### src/rtl/cpd_defines.svh
/*
  Register offsets, field positions, reset values and boost length for the
  configurable port pin driver. Assumes inclusion by bare name from rtl/.
*/
`ifndef CPD_DEFINES_SVH
`define CPD_DEFINES_SVH

// Word-aligned byte offsets on the Wishbone slave
`define CPD_OFS_P1_LATCH   8'h00
`define CPD_OFS_P1_MODE    8'h04
`define CPD_OFS_P3_LATCH   8'h08
`define CPD_OFS_P3_MODE0   8'h0C
`define CPD_OFS_P3_MODE1   8'h10
`define CPD_OFS_P4_LATCH   8'h14
`define CPD_OFS_P4_MODE    8'h18
`define CPD_OFS_PULLUP     8'h1C
`define CPD_OFS_SYSCFG     8'h20
`define CPD_OFS_P1_PIN     8'h24
`define CPD_OFS_P3_PIN     8'h28
`define CPD_OFS_P4_PIN     8'h2C

// Reset values
`define CPD_RST_LATCH      8'hFF
`define CPD_RST_MODE       8'h00
`define CPD_RST_P4_LATCH   2'h3
`define CPD_RST_P4_MODE    2'h0
`define CPD_RST_SYSCFG     2'h0

// Fields of the system configuration register
`define CPD_SYSCFG_XTAL    0
`define CPD_SYSCFG_RSTGPIO 1

// Strong pull-up boost length in CPU clocks
`define CPD_BOOST_CYCLES   1

`endif

### src/rtl/cpd_pkg.sv
/*
  Types for the configurable port pin driver. Assumes nothing beyond the
  compiler; constants live in cpd_defines.svh.
*/
package cpd_pkg;

  // Port 3 mode encoding, {mode0, mode1}
  typedef enum logic [1:0]
  {
    CPD_P3_QUASI = 2'h0,
    CPD_P3_PUSH  = 2'h1,
    CPD_P3_INPUT = 2'h2,
    CPD_P3_OPEN  = 2'h3
  } cpd_p3_mode_type;

  // Wishbone slave answer state, Gray along idle -> ack
  typedef enum logic
  {
    CPD_WB_IDLE = 1'b0,
    CPD_WB_ACK  = 1'b1
  } cpd_wb_state_type;

endpackage

### src/rtl/cpd_pin_cell.sv
/*
  One pin's output stage decode and input synchroniser. Assumes mclk runs
  continuously and the pin input may be asynchronous to it.
*/
`timescale 1ns/1ps
`include "cpd_defines.svh"

module cpd_pin_cell
#(
  parameter bit FOUR_MODE = 1'b1
)
(
  input  wire logic       mclk,
  input  wire logic       rst_n,
  input  wire logic       latch_bit,
  input  wire logic [1:0] mode_bits,
  input  wire logic       pullup_en,
  input  wire logic       release_pin,
  input  wire logic       pin_in,
  output logic            pin_sync,
  output logic            pull_down,
  output logic            strong_up,
  output logic            weak_up,
  output logic            very_weak_up
);

  logic sync1_reg;
  logic sync1_next;
  logic sync2_reg;
  logic sync2_next;
  logic latch_q_reg;
  logic latch_q_next;
  logic [1:0] boost_reg;
  logic [1:0] boost_next;
  cpd_pkg::cpd_p3_mode_type mode;

  assign mode     = cpd_pkg::cpd_p3_mode_type'(mode_bits);
  assign pin_sync = sync2_reg;

  // Next state: synchroniser, latch history and boost counter
  always_comb
  begin
    sync1_next   = pin_in;
    sync2_next   = sync1_reg;
    latch_q_next = latch_bit;
    boost_next   = (boost_reg != 2'h0) ? boost_reg - 2'h1 : 2'h0;
    if (latch_bit && !latch_q_reg)
    begin
      boost_next = 2'(`CPD_BOOST_CYCLES);
    end
  end

  // Registers; latch history resets to one so no boost after reset
  always_ff @(posedge mclk or negedge rst_n)
  begin
    if (!rst_n)
    begin
      sync1_reg   <= 1'b0;
      sync2_reg   <= 1'b0;
      latch_q_reg <= 1'b1;
      boost_reg   <= 2'h0;
    end
    else
    begin
      sync1_reg   <= sync1_next;
      sync2_reg   <= sync2_next;
      latch_q_reg <= latch_q_next;
      boost_reg   <= boost_next;
    end
  end

  // Driver decode; a released pin has every transistor off
  always_comb
  begin
    pull_down    = 1'b0;
    strong_up    = 1'b0;
    weak_up      = 1'b0;
    very_weak_up = 1'b0;
    if (release_pin)
    begin
      pull_down = 1'b0;
    end
    else if (FOUR_MODE)
    begin
      unique case (mode)
        cpd_pkg::CPD_P3_QUASI:
        begin
          pull_down    = !latch_bit;
          very_weak_up = latch_bit;
          weak_up      = latch_bit && sync2_reg;
          strong_up    = latch_bit && (boost_reg != 2'h0);
        end
        cpd_pkg::CPD_P3_PUSH:
        begin
          pull_down = !latch_bit;
          strong_up = latch_bit;
        end
        cpd_pkg::CPD_P3_INPUT:
        begin
          pull_down = 1'b0;
        end
        cpd_pkg::CPD_P3_OPEN:
        begin
          pull_down = !latch_bit;
        end
      endcase
    end
    else
    begin
      pull_down = !latch_bit;
      if (mode_bits[0])
      begin
        strong_up = latch_bit;
      end
      else
      begin
        weak_up = latch_bit && pullup_en;
      end
    end
  end

endmodule

### src/rtl/cpd_port_driver.sv
/*
  Configurable port pin driver: Wishbone register file plus one pin cell per
  port pin (Port 1 eight pins, Port 3 eight pins, Port 4 two pins).
  Assumes a classic Wishbone master on mclk and pads that turn the drive
  controls into pin levels.
*/
// Summary of operation
// - Quasi-bidirectional pin drives high only weakly, usable as input and output.
// - Quasi-bidirectional with latch zero drives strong pull-down.
// - Very weak pull-up on whenever latch holds one in quasi mode.
// - In quasi mode, weak pull-up on only when latch one and sampled pin one.
// - External low on a latched-one pin drops weak, keeps very weak pull-up.
// - Latch zero-to-one in quasi mode gives one clock of strong pull-up.
// - Port 3 push-pull: strong pull-up while latch one, normal pull-down otherwise.
// - Push-pull reads use the same synchronised input path as quasi mode.
// - Each Port 3 pin independently selects among four modes.
// - Other pins: push-pull or open-drain, software pull-up in open-drain on Port 1 only.
// - Crystal selected hands both Port 4 pins to the oscillator, released.
// - Reset pin can serve as Port 3 bit six.
// - Port 3 mode bits: 00 quasi, 01 push-pull, 10 input, 11 open-drain.
// - Input-only mode disables all pull-ups and the pull-down.
// - Port 3 open-drain: no pull-ups, pull-down only while latch is zero.
// - General pin mode bit: zero open-drain, one push-pull.
`timescale 1ns/1ps
`include "cpd_defines.svh"

module cpd_port_driver
#(
  parameter int NPINS = 18
)
(
  input  wire logic             mclk,
  input  wire logic             rst_n,
  input  wire logic             wb_cyc_i,
  input  wire logic             wb_stb_i,
  input  wire logic             wb_we_i,
  input  wire logic [7:0]       wb_adr_i,
  input  wire logic [3:0]       wb_sel_i,
  input  wire logic [31:0]      wb_dat_i,
  output logic      [31:0]      wb_dat_o,
  output logic                  wb_ack_o,
  input  wire logic [NPINS-1:0] pin_in,
  output logic      [NPINS-1:0] pin_pull_down,
  output logic      [NPINS-1:0] pin_strong_up,
  output logic      [NPINS-1:0] pin_weak_up,
  output logic      [NPINS-1:0] pin_very_weak_up,
  output logic                  crystal_select,
  output logic                  port3_bit6_reset_shared,
  input  wire logic             reset_pin_in,
  output logic                  core_reset_request
);

  logic [7:0] p1_latch_reg;
  logic [7:0] p1_latch_next;
  logic [7:0] general_port_mode_bits_reg;
  logic [7:0] general_port_mode_bits_next;
  logic [7:0] p3_latch_reg;
  logic [7:0] p3_latch_next;
  logic [7:0] port3_mode_low_bits_reg;
  logic [7:0] port3_mode_low_bits_next;
  logic [7:0] port3_mode_high_bits_reg;
  logic [7:0] port3_mode_high_bits_next;
  logic [1:0] p4_latch_reg;
  logic [1:0] p4_latch_next;
  logic [1:0] p4_mode_reg;
  logic [1:0] p4_mode_next;
  logic [7:0] pullup_control_reg;
  logic [7:0] pullup_control_next;
  logic [1:0] syscfg_reg;
  logic [1:0] syscfg_next;
  logic [31:0] rdata_reg;
  logic [31:0] rdata_next;
  cpd_pkg::cpd_wb_state_type wb_state_reg;
  cpd_pkg::cpd_wb_state_type wb_state_next;

  logic [NPINS-1:0] latch_vec;
  logic [NPINS-1:0] pullup_vec;
  logic [NPINS-1:0] release_vec;
  logic [NPINS-1:0] pin_sync;
  logic [2*NPINS-1:0] mode_vec;
  logic               wr_en;
  logic               req;
  logic [7:0]         wbyte;

  assign req      = wb_cyc_i && wb_stb_i;
  assign wr_en    = req && wb_we_i && (wb_state_reg == cpd_pkg::CPD_WB_IDLE) && wb_sel_i[0];
  assign wbyte    = wb_dat_i[7:0];
  assign wb_ack_o = (wb_state_reg == cpd_pkg::CPD_WB_ACK);
  assign wb_dat_o = rdata_reg;
  assign crystal_select          = syscfg_reg[`CPD_SYSCFG_XTAL];
  assign port3_bit6_reset_shared = syscfg_reg[`CPD_SYSCFG_RSTGPIO];

  // Reset pin reaches the core only while not borrowed as a port pin
  assign core_reset_request = !port3_bit6_reset_shared && !reset_pin_in;

  // Per-pin vectors: Port 1 at [7:0], Port 3 at [15:8], Port 4 at [17:16]
  always_comb
  begin
    latch_vec   = {p4_latch_reg, p3_latch_reg, p1_latch_reg};
    pullup_vec  = {2'h0, 8'h00, pullup_control_reg};
    release_vec = '0;
    release_vec[17:16] = {2{crystal_select}};
    release_vec[14]    = !port3_bit6_reset_shared;
    for (int i = 0; i < 8; i++)
    begin
      mode_vec[2*i +: 2]       = {1'b0, general_port_mode_bits_reg[i]};
      mode_vec[2*(i+8) +: 2]   = {port3_mode_low_bits_reg[i], port3_mode_high_bits_reg[i]};
    end
    mode_vec[33:32] = {1'b0, p4_mode_reg[0]};
    mode_vec[35:34] = {1'b0, p4_mode_reg[1]};
  end

  // One cell per pin; Port 3 cells decode four modes
  for (genvar g = 0; g < NPINS; g++)
  begin : g_pin
    cpd_pin_cell
    #(
      .FOUR_MODE ((g >= 8) && (g < 16))
    )
    u_cell
    (
      .mclk         (mclk),
      .rst_n        (rst_n),
      .latch_bit    (latch_vec[g]),
      .mode_bits    (mode_vec[2*g +: 2]),
      .pullup_en    (pullup_vec[g]),
      .release_pin  (release_vec[g]),
      .pin_in       (pin_in[g]),
      .pin_sync     (pin_sync[g]),
      .pull_down    (pin_pull_down[g]),
      .strong_up    (pin_strong_up[g]),
      .weak_up      (pin_weak_up[g]),
      .very_weak_up (pin_very_weak_up[g])
    );
  end

  // Register writes and read mux; answer one cycle after the request
  always_comb
  begin
    p1_latch_next               = p1_latch_reg;
    general_port_mode_bits_next = general_port_mode_bits_reg;
    p3_latch_next               = p3_latch_reg;
    port3_mode_low_bits_next    = port3_mode_low_bits_reg;
    port3_mode_high_bits_next   = port3_mode_high_bits_reg;
    p4_latch_next               = p4_latch_reg;
    p4_mode_next                = p4_mode_reg;
    pullup_control_next         = pullup_control_reg;
    syscfg_next                 = syscfg_reg;
    rdata_next                  = rdata_reg;
    wb_state_next               = cpd_pkg::CPD_WB_IDLE;
    if (req && (wb_state_reg == cpd_pkg::CPD_WB_IDLE))
    begin
      wb_state_next = cpd_pkg::CPD_WB_ACK;
      rdata_next    = 32'h0000_0000;
      // Latches read back the latch, pin registers read the sampled pin
      unique case (wb_adr_i)
        `CPD_OFS_P1_LATCH: rdata_next[7:0] = p1_latch_reg;
        `CPD_OFS_P1_MODE:  rdata_next[7:0] = general_port_mode_bits_reg;
        `CPD_OFS_P3_LATCH: rdata_next[7:0] = p3_latch_reg;
        `CPD_OFS_P3_MODE0: rdata_next[7:0] = port3_mode_low_bits_reg;
        `CPD_OFS_P3_MODE1: rdata_next[7:0] = port3_mode_high_bits_reg;
        `CPD_OFS_P4_LATCH: rdata_next[1:0] = p4_latch_reg;
        `CPD_OFS_P4_MODE:  rdata_next[1:0] = p4_mode_reg;
        `CPD_OFS_PULLUP:   rdata_next[7:0] = pullup_control_reg;
        `CPD_OFS_SYSCFG:   rdata_next[1:0] = syscfg_reg;
        `CPD_OFS_P1_PIN:   rdata_next[7:0] = pin_sync[7:0];
        `CPD_OFS_P3_PIN:   rdata_next[7:0] = pin_sync[15:8];
        `CPD_OFS_P4_PIN:   rdata_next[1:0] = pin_sync[17:16];
        default:           rdata_next      = 32'h0000_0000;
      endcase
    end
    if (wr_en)
    begin
      unique case (wb_adr_i)
        `CPD_OFS_P1_LATCH: p1_latch_next               = wbyte;
        `CPD_OFS_P1_MODE:  general_port_mode_bits_next = wbyte;
        `CPD_OFS_P3_LATCH: p3_latch_next               = wbyte;
        `CPD_OFS_P3_MODE0: port3_mode_low_bits_next    = wbyte;
        `CPD_OFS_P3_MODE1: port3_mode_high_bits_next   = wbyte;
        `CPD_OFS_P4_LATCH: p4_latch_next               = wbyte[1:0];
        `CPD_OFS_P4_MODE:  p4_mode_next                = wbyte[1:0];
        `CPD_OFS_PULLUP:   pullup_control_next         = wbyte;
        `CPD_OFS_SYSCFG:   syscfg_next                 = wbyte[1:0];
        default:           p1_latch_next               = p1_latch_reg;
      endcase
    end
  end

  // Registers; latches come up high and modes low so Port 3 pins start weak except released bit 6, Port 1 and 4 undriven
  always_ff @(posedge mclk or negedge rst_n)
  begin
    if (!rst_n)
    begin
      p1_latch_reg               <= `CPD_RST_LATCH;
      general_port_mode_bits_reg <= `CPD_RST_MODE;
      p3_latch_reg               <= `CPD_RST_LATCH;
      port3_mode_low_bits_reg    <= `CPD_RST_MODE;
      port3_mode_high_bits_reg   <= `CPD_RST_MODE;
      p4_latch_reg               <= `CPD_RST_P4_LATCH;
      p4_mode_reg                <= `CPD_RST_P4_MODE;
      pullup_control_reg         <= `CPD_RST_MODE;
      syscfg_reg                 <= `CPD_RST_SYSCFG;
      rdata_reg                  <= 32'h0000_0000;
      wb_state_reg               <= cpd_pkg::CPD_WB_IDLE;
    end
    else
    begin
      p1_latch_reg               <= p1_latch_next;
      general_port_mode_bits_reg <= general_port_mode_bits_next;
      p3_latch_reg               <= p3_latch_next;
      port3_mode_low_bits_reg    <= port3_mode_low_bits_next;
      port3_mode_high_bits_reg   <= port3_mode_high_bits_next;
      p4_latch_reg               <= p4_latch_next;
      p4_mode_reg                <= p4_mode_next;
      pullup_control_reg         <= pullup_control_next;
      syscfg_reg                 <= syscfg_next;
      rdata_reg                  <= rdata_next;
      wb_state_reg               <= wb_state_next;
    end
  end

endmodule

### config.mk
export PLATFORM = sky130hd
export DESIGN_NAME = cpd_port_driver
export DESIGN_NICKNAME = d
export VERILOG_FILES = /design/src/rtl/cpd_pkg.sv /design/src/rtl/cpd_pin_cell.sv /design/src/rtl/cpd_port_driver.sv
export VERILOG_INCLUDE_DIRS = /design/src /design/src/rtl
export SDC_FILE = /design/constraint.sdc
export NUM_CORES = 1
export LEC_CHECK = 0
export BUFFER_PORTS_ARGS = -buffer_cell sky130_fd_sc_hd__buf_2
export CAP_MARGIN = 15
export CELL_PAD_IN_SITES_DETAIL_PLACEMENT = 1
export CELL_PAD_IN_SITES_GLOBAL_PLACEMENT = 2
export CORE_UTILIZATION = 37
export CTS_BUF_LIST = sky130_fd_sc_hd__clkbuf_8
export DETAILED_ROUTE_END_ITERATION = 10
export GPL_ROUTABILITY_DRIVEN = 0
export PLACE_DENSITY = 0.95
export SLEW_MARGIN = 20
export SYNTH_ARGS = -nofsm -noshare
export SYNTH_HDL_FRONTEND = slang
export SYNTH_SLANG_ARGS = --single-unit
### constraint.sdc
create_clock -name mclk -period 2.88 [get_ports mclk]
set_clock_uncertainty 0.15 [all_clocks]
set_input_delay 0.432 -clock mclk [delete_from_list [all_inputs] [get_ports mclk]]
set_output_delay 0.432 -clock mclk [all_outputs]
set_load 0.01 [all_outputs]
=== Word-level counts from Yosys, hierarchy flattened ===
Cells that the tools add are included.

* Flip-flop bits (word level): 123
* Logic and storage cells: 284

* Add/subtract/negate cells: 8
* Eq/ne operators: 35
* Mux-type cells: 77
* Bitwise operators: 1
* Reduce and logical (&&, ||, !) cells: 100

{| class="wikitable"
|+ Operator list
! operator !! count
|-
| $pmux W6 S8 || 1
|-
| $mux W1 || 43
|-
| $logic_and A1 B1 Y1 || 38
|-
| $eq A2 B2 Y1 const B || 16
|-
| $eq A8 B5 Y1 const B || 4
|-
| $eq A8 B6 Y1 const B || 4
|-
| $mux W2 || 16
|-
| $pmux W1 S2 || 16
|-
| $logic_not A1 Y1 || 28
|-
| $pmux W2 S12 || 1
|-
| $reduce_or A3 Y1 || 8
|-
| $reduce_and A2 Y1 || 9
|-
| $eq A2 B1 Y1 const B || 8
|-
| $eq A8 B4 Y1 const B || 2
|-
| $logic_not A2 Y1 || 8
|-
| $reduce_bool A2 Y1 || 8
|-
| $sub A2 B1 Y2 const B || 8
|-
| $eq A8 B3 Y1 const B || 1
|-
| $logic_not A8 Y1 || 1
|-
| $not A1 Y1 || 1
|}

=== Logic depth before layout (Yosys ltp) ===
* Depth in word-level cells: 5
* Gate-level depth with buffers: 7
* Gate-level depth less buffers: 4

=== By module ===
A second synthesis with hierarchy kept.

* Cell total of the unflattened synthesis: 478
* Area, all modules: 6034.5 µm²

{| class="wikitable"
|+ Modules (own cells, without submodules)
! module !! times used !! cells an instance !! area each (µm²) !! sequential area each (µm²)
|-
| cpd_port_driver || 1 || 288 || 3537.1 || 1599.0
|-
| cpd_pin_cell (g_pin[10].u_cell ...) || 8 || 15 || 202.7 || 126.4
|-
| cpd_pin_cell (g_pin[0].u_cell ...) || 10 || 7 || 87.6 || 50.0
|}

=== Worst setup path before layout ===
No wires, ideal clock.

* Path kind: input to register
* Start: input port wb_adr_i[4]
* End: register general_port_mode_bits_reg[0]
* Arrival time: 2089 ps
* Slack: 516 ps
* Stages on the path: 6
* Path buffers: 2
* Cells stage by stage: or4_1 buf_2 or3_1 buf_6 nor2_8 mux2_4

* Longest elaborated chain between the ends: 2

{| class="wikitable"
|+ RTL lines
! what !! line !! RTL
|-
| start, declared || cpd_port_driver.sv:37 || <nowiki>input wire logic [7:0] wb_adr_i,</nowiki>
|-
| $eq A8 B3 Y1 || cpd_port_driver.sv:174 || <nowiki>unique case (wb_adr_i)</nowiki>
|-
| $reduce_and A2 Y1 (no line) || - ||
|-
| end signal, assigned || cpd_port_driver.sv:195 || <nowiki>general_port_mode_bits_reg <= `CPD_RST_MODE;</nowiki>
|-
| end signal, assigned || cpd_port_driver.sv:209 || <nowiki>general_port_mode_bits_reg <= general_port_mode_bits_next;</nowiki>
|-
| end, declared || cpd_port_driver.sv:55 || <nowiki>logic [7:0] general_port_mode_bits_reg;</nowiki>
|}

Every way passes these cells.
A chain may end at the register's enable or synchronous reset.

=== Worst setup path after layout ===
* Start: input port wb_adr_i[5]
* End: register syscfg_reg[1]

* Longest elaborated chain between the ends: 2

{| class="wikitable"
|+ RTL lines
! what !! line !! RTL
|-
| $eq A8 B6 Y1 || cpd_port_driver.sv:174 ||
|-
| $reduce_and A2 Y1 (no line) || - ||
|-
| end signal, assigned || cpd_port_driver.sv:202 || <nowiki>syscfg_reg <= `CPD_RST_SYSCFG;</nowiki>
|-
| end signal, assigned || cpd_port_driver.sv:216 || <nowiki>syscfg_reg <= syscfg_next;</nowiki>
|-
| end, declared || cpd_port_driver.sv:69 || <nowiki>logic [1:0] syscfg_reg;</nowiki>
|}

Every way passes these cells.

==> results.json <==
{
  "worstPathArrival_ns": 2.36,
  "layout.nets": 719,
  "antenna_cells": 0,
  "layout_commonest_cell": "buf_2",
  "yosysSeqAreaShare": 0.491,
  "crit_fanout": 29,
  "p_sw_frac": 0.237,
  "internal_power_uw": 2830,
  "drt_iter0_drc": 229,
  "ctsHoldBuffers": 19,
  "ys_warn_count": 0,
  "floorplan.die_area_um2": 17700,
  "dr.pass1.iters": 4,
  "post-route-drc-count": 0,
  "p_per_area_nw_per_um2": 509,
  "post_cts_buffers": 0,
  "synth_cells": 562,
  "drv_cap": 0,
  "cts_sinks": 123,
  "switching_power_uw": 876,
  "clk_pin_slew_ns": 0.07,
  "ys_types": 58,
  "syn_area_per_cell_um2": 11.3,
  "area_growth_pct": 14.8,
  "synth_area_um2": 6340,
  "slew_violations": 0,
  "share_comb_of_total_power": 0.064,
  "postPlaceCellArea_um2": 6650,
  "tightest_slew_ns": 0.629,
  "grt_pass1_vias": 4546,
  "n_fill_cell": 1854,
  "clockRootBuffer": "clkbuf_8",
  "vias": 4374,
  "crit_path_end_kind": "flop",
  "ys_ff_latch": 123,
  "layout_common_cells": "buf_2, dfrtp_1, conb_1, nor2_1, mux2_1",
  "reg2regPathDepth": 4,
  "cts_max_level": 4,
  "routed_wirelength_um": 16200,
  "dp_slack_ns": 0.280,
  "slew_headroom": 0.577,
  "whs_path_depth": 2,
  "die_width_um": 133,
  "place_hpwl_um": 11700,
  "antenna_left": 0,
  "stdcell_count": 883,
  "wl_met1_um": 7160,
  "cp-start-kind": "input port",
  "ys_top_cells_by_area": "dfrtp_1, buf_4, dfstp_2",
  "async_flop_share": 1.00,
  "min_path_type": "in -> reg",
  "start_util": 0.381,
  "pin_count": 176,
  "num_rows": 47,
  "highest_layer": "met5",
  "fin_crit_ns": 2.19,
  "post_cts_resized": 0,
  "cp_data_required_time_ns": 3.05,
  "synth_top_area_share": 0.383,
  "hold_violations": 0,
  "cts_tree": "yes",
  "cts_made_buffers": 17,
  "tns_ns": 0,
  "grt_max_degree": 57,
  "final_core_util": 0.437,
  "rsz0062_at_grt": "false",
  "wl_met2_um": 7750,
  "synth_top_area_cell": "dfrtp_1",
  "portBuffers": 112,
  "clkPwrFrac": 0.454,
  "cts_buffer_depth": 2,
  "power.leakage_uw": 0.00351,
  "die_h_um": 133,
  "power_frac_seq": 0.482,
  "viasPerCell": 4.95,
  "critPathKind": "in -> reg",
  "setup_viol": 0,
  "design_area_um2": 7280,
  "placedCellCount": 833,
  "period_share": 0.760,
  "vdd_drop_max_mv": 0.283,
  "clock_latency_ns": 0.44,
  "status": "finished clean",
  "synth_ff_type": "dfrtp_1",
  "max_freq_ghz": 0.457,
  "met3_length_um": 919,
  "post_drt_wl_per_cell_um": 18.4,
  "synth_edf_count": 0,
  "antenna_found_initial": 1,
  "grt_pass1_wl_um": 25900,
  "core-area_um2": 16600,
  "grt_overflow": 0,
  "drive_gt1_frac": 0.326,
  "layout_setup_ws_ns": 0.691,
  "grt_usage": 0.195
}
## layer usage
layer  vias up  GRT usage
met5         -          0
met4         2     0.0766
met3        29     0.0544
met2       150      0.316
met1      2191      0.244
li1       2002          -
## worst paths after layout
check | start | endpoint | slack (ns)
setup / recovery | wb_adr_i[5] | syscfg_reg[1] | 0.69
hold / removal | wb_dat_i[6] | port3_mode_high_bits_reg[6] | 0.15
setup reg to reg | wb_ack_o | port3_mode_high_bits_reg[4] | 0.71
hold reg to reg | g_pin[13].u_cell.sync1_reg | g_pin[13].u_cell.pin_sync | 0.20
max in group asynchronous | rst_n | g_pin[11].u_cell.latch_q_reg | 1.42
min in group asynchronous | rst_n | g_pin[9].u_cell.sync1_reg | 0.31
## power by group through the flow
stage          registers, uW  logic, uW  clock network [uW]
2_1_floorplan           1810        138                   0
3_3_place_gp            1810        208                   0
3_5_place_dp            1810        216                   0
4_1_cts                 1780        236                1730
5_1_grt                 1780        259                1800
6_report                1780        237                1680
## cells in the mapped netlist, types with 2 or more instances
master     instances
nand3_1            5
nor3_1            15
or3_1              4
mux2_4            24
and2_1            16
nor2_1            31
a21oi_1           12
or3b_1             3
o32ai_1            5
mux2i_1           14
or4b_1             4
a221oi_1           2
nand2_1           21
nand4_1            3
nor2_8             6
a2bb2oi_1          3
nand3b_1          10
dfrtp_1           97
nor3b_1            9
clkbuf_1          14
mux2_1            31
buf_4             96
a211oi_1           2
o211ai_1           6
buf_2              2
nand2b_1          15
a2111oi_0          3
o21ai_0           11
and3_1            11
inv_1             26
a41oi_1            2
nor4_1             4
or4_1              2
o31ai_1            2
a22oi_1            3
dfstp_2           26
## area by class of cell
type                       instances  area [um^2]  area share
clock buffer                      19          262      0.0359
clock inverter                    12          174      0.0239
inverter                          26         97.6      0.0134
multi-input combinational        335         2460       0.339
sequential                       123         3110       0.427
tap                              220          275      0.0378
timing repair buffer             148          893       0.123
## cells by family (layout without fill, tap and decap cells)
group,count (synthesis),count (layout),synth area share
other,1,36,0.000592
xor gates and xnor gates,1,1,0.00138
DFF,123,123,0.491
buffers and inverters,139,205,0.141
muxes,70,70,0.136
and+or+nand+nor,165,165,0.161
AOI/OAI and AO/OA,63,63,0.0697
## per-stage QoR
step	hold slack, ns	power [uW]
2_1_floorplan	-0.0136	1940
3_3_place_gp	0.181	2020
3_5_place_dp	0.186	2030
4_1_cts	0.108	3750
5_1_grt	0.114	3840
6_report	0.149	3700
## critical path, stage by stage
cell	delay (ns)
buf_2	0.12
buf_4	0.33
or4b_1	0.60
nor4_1	0.49
mux2_1	0.38
No activity file was read; power rests on OpenSTA's default activity.
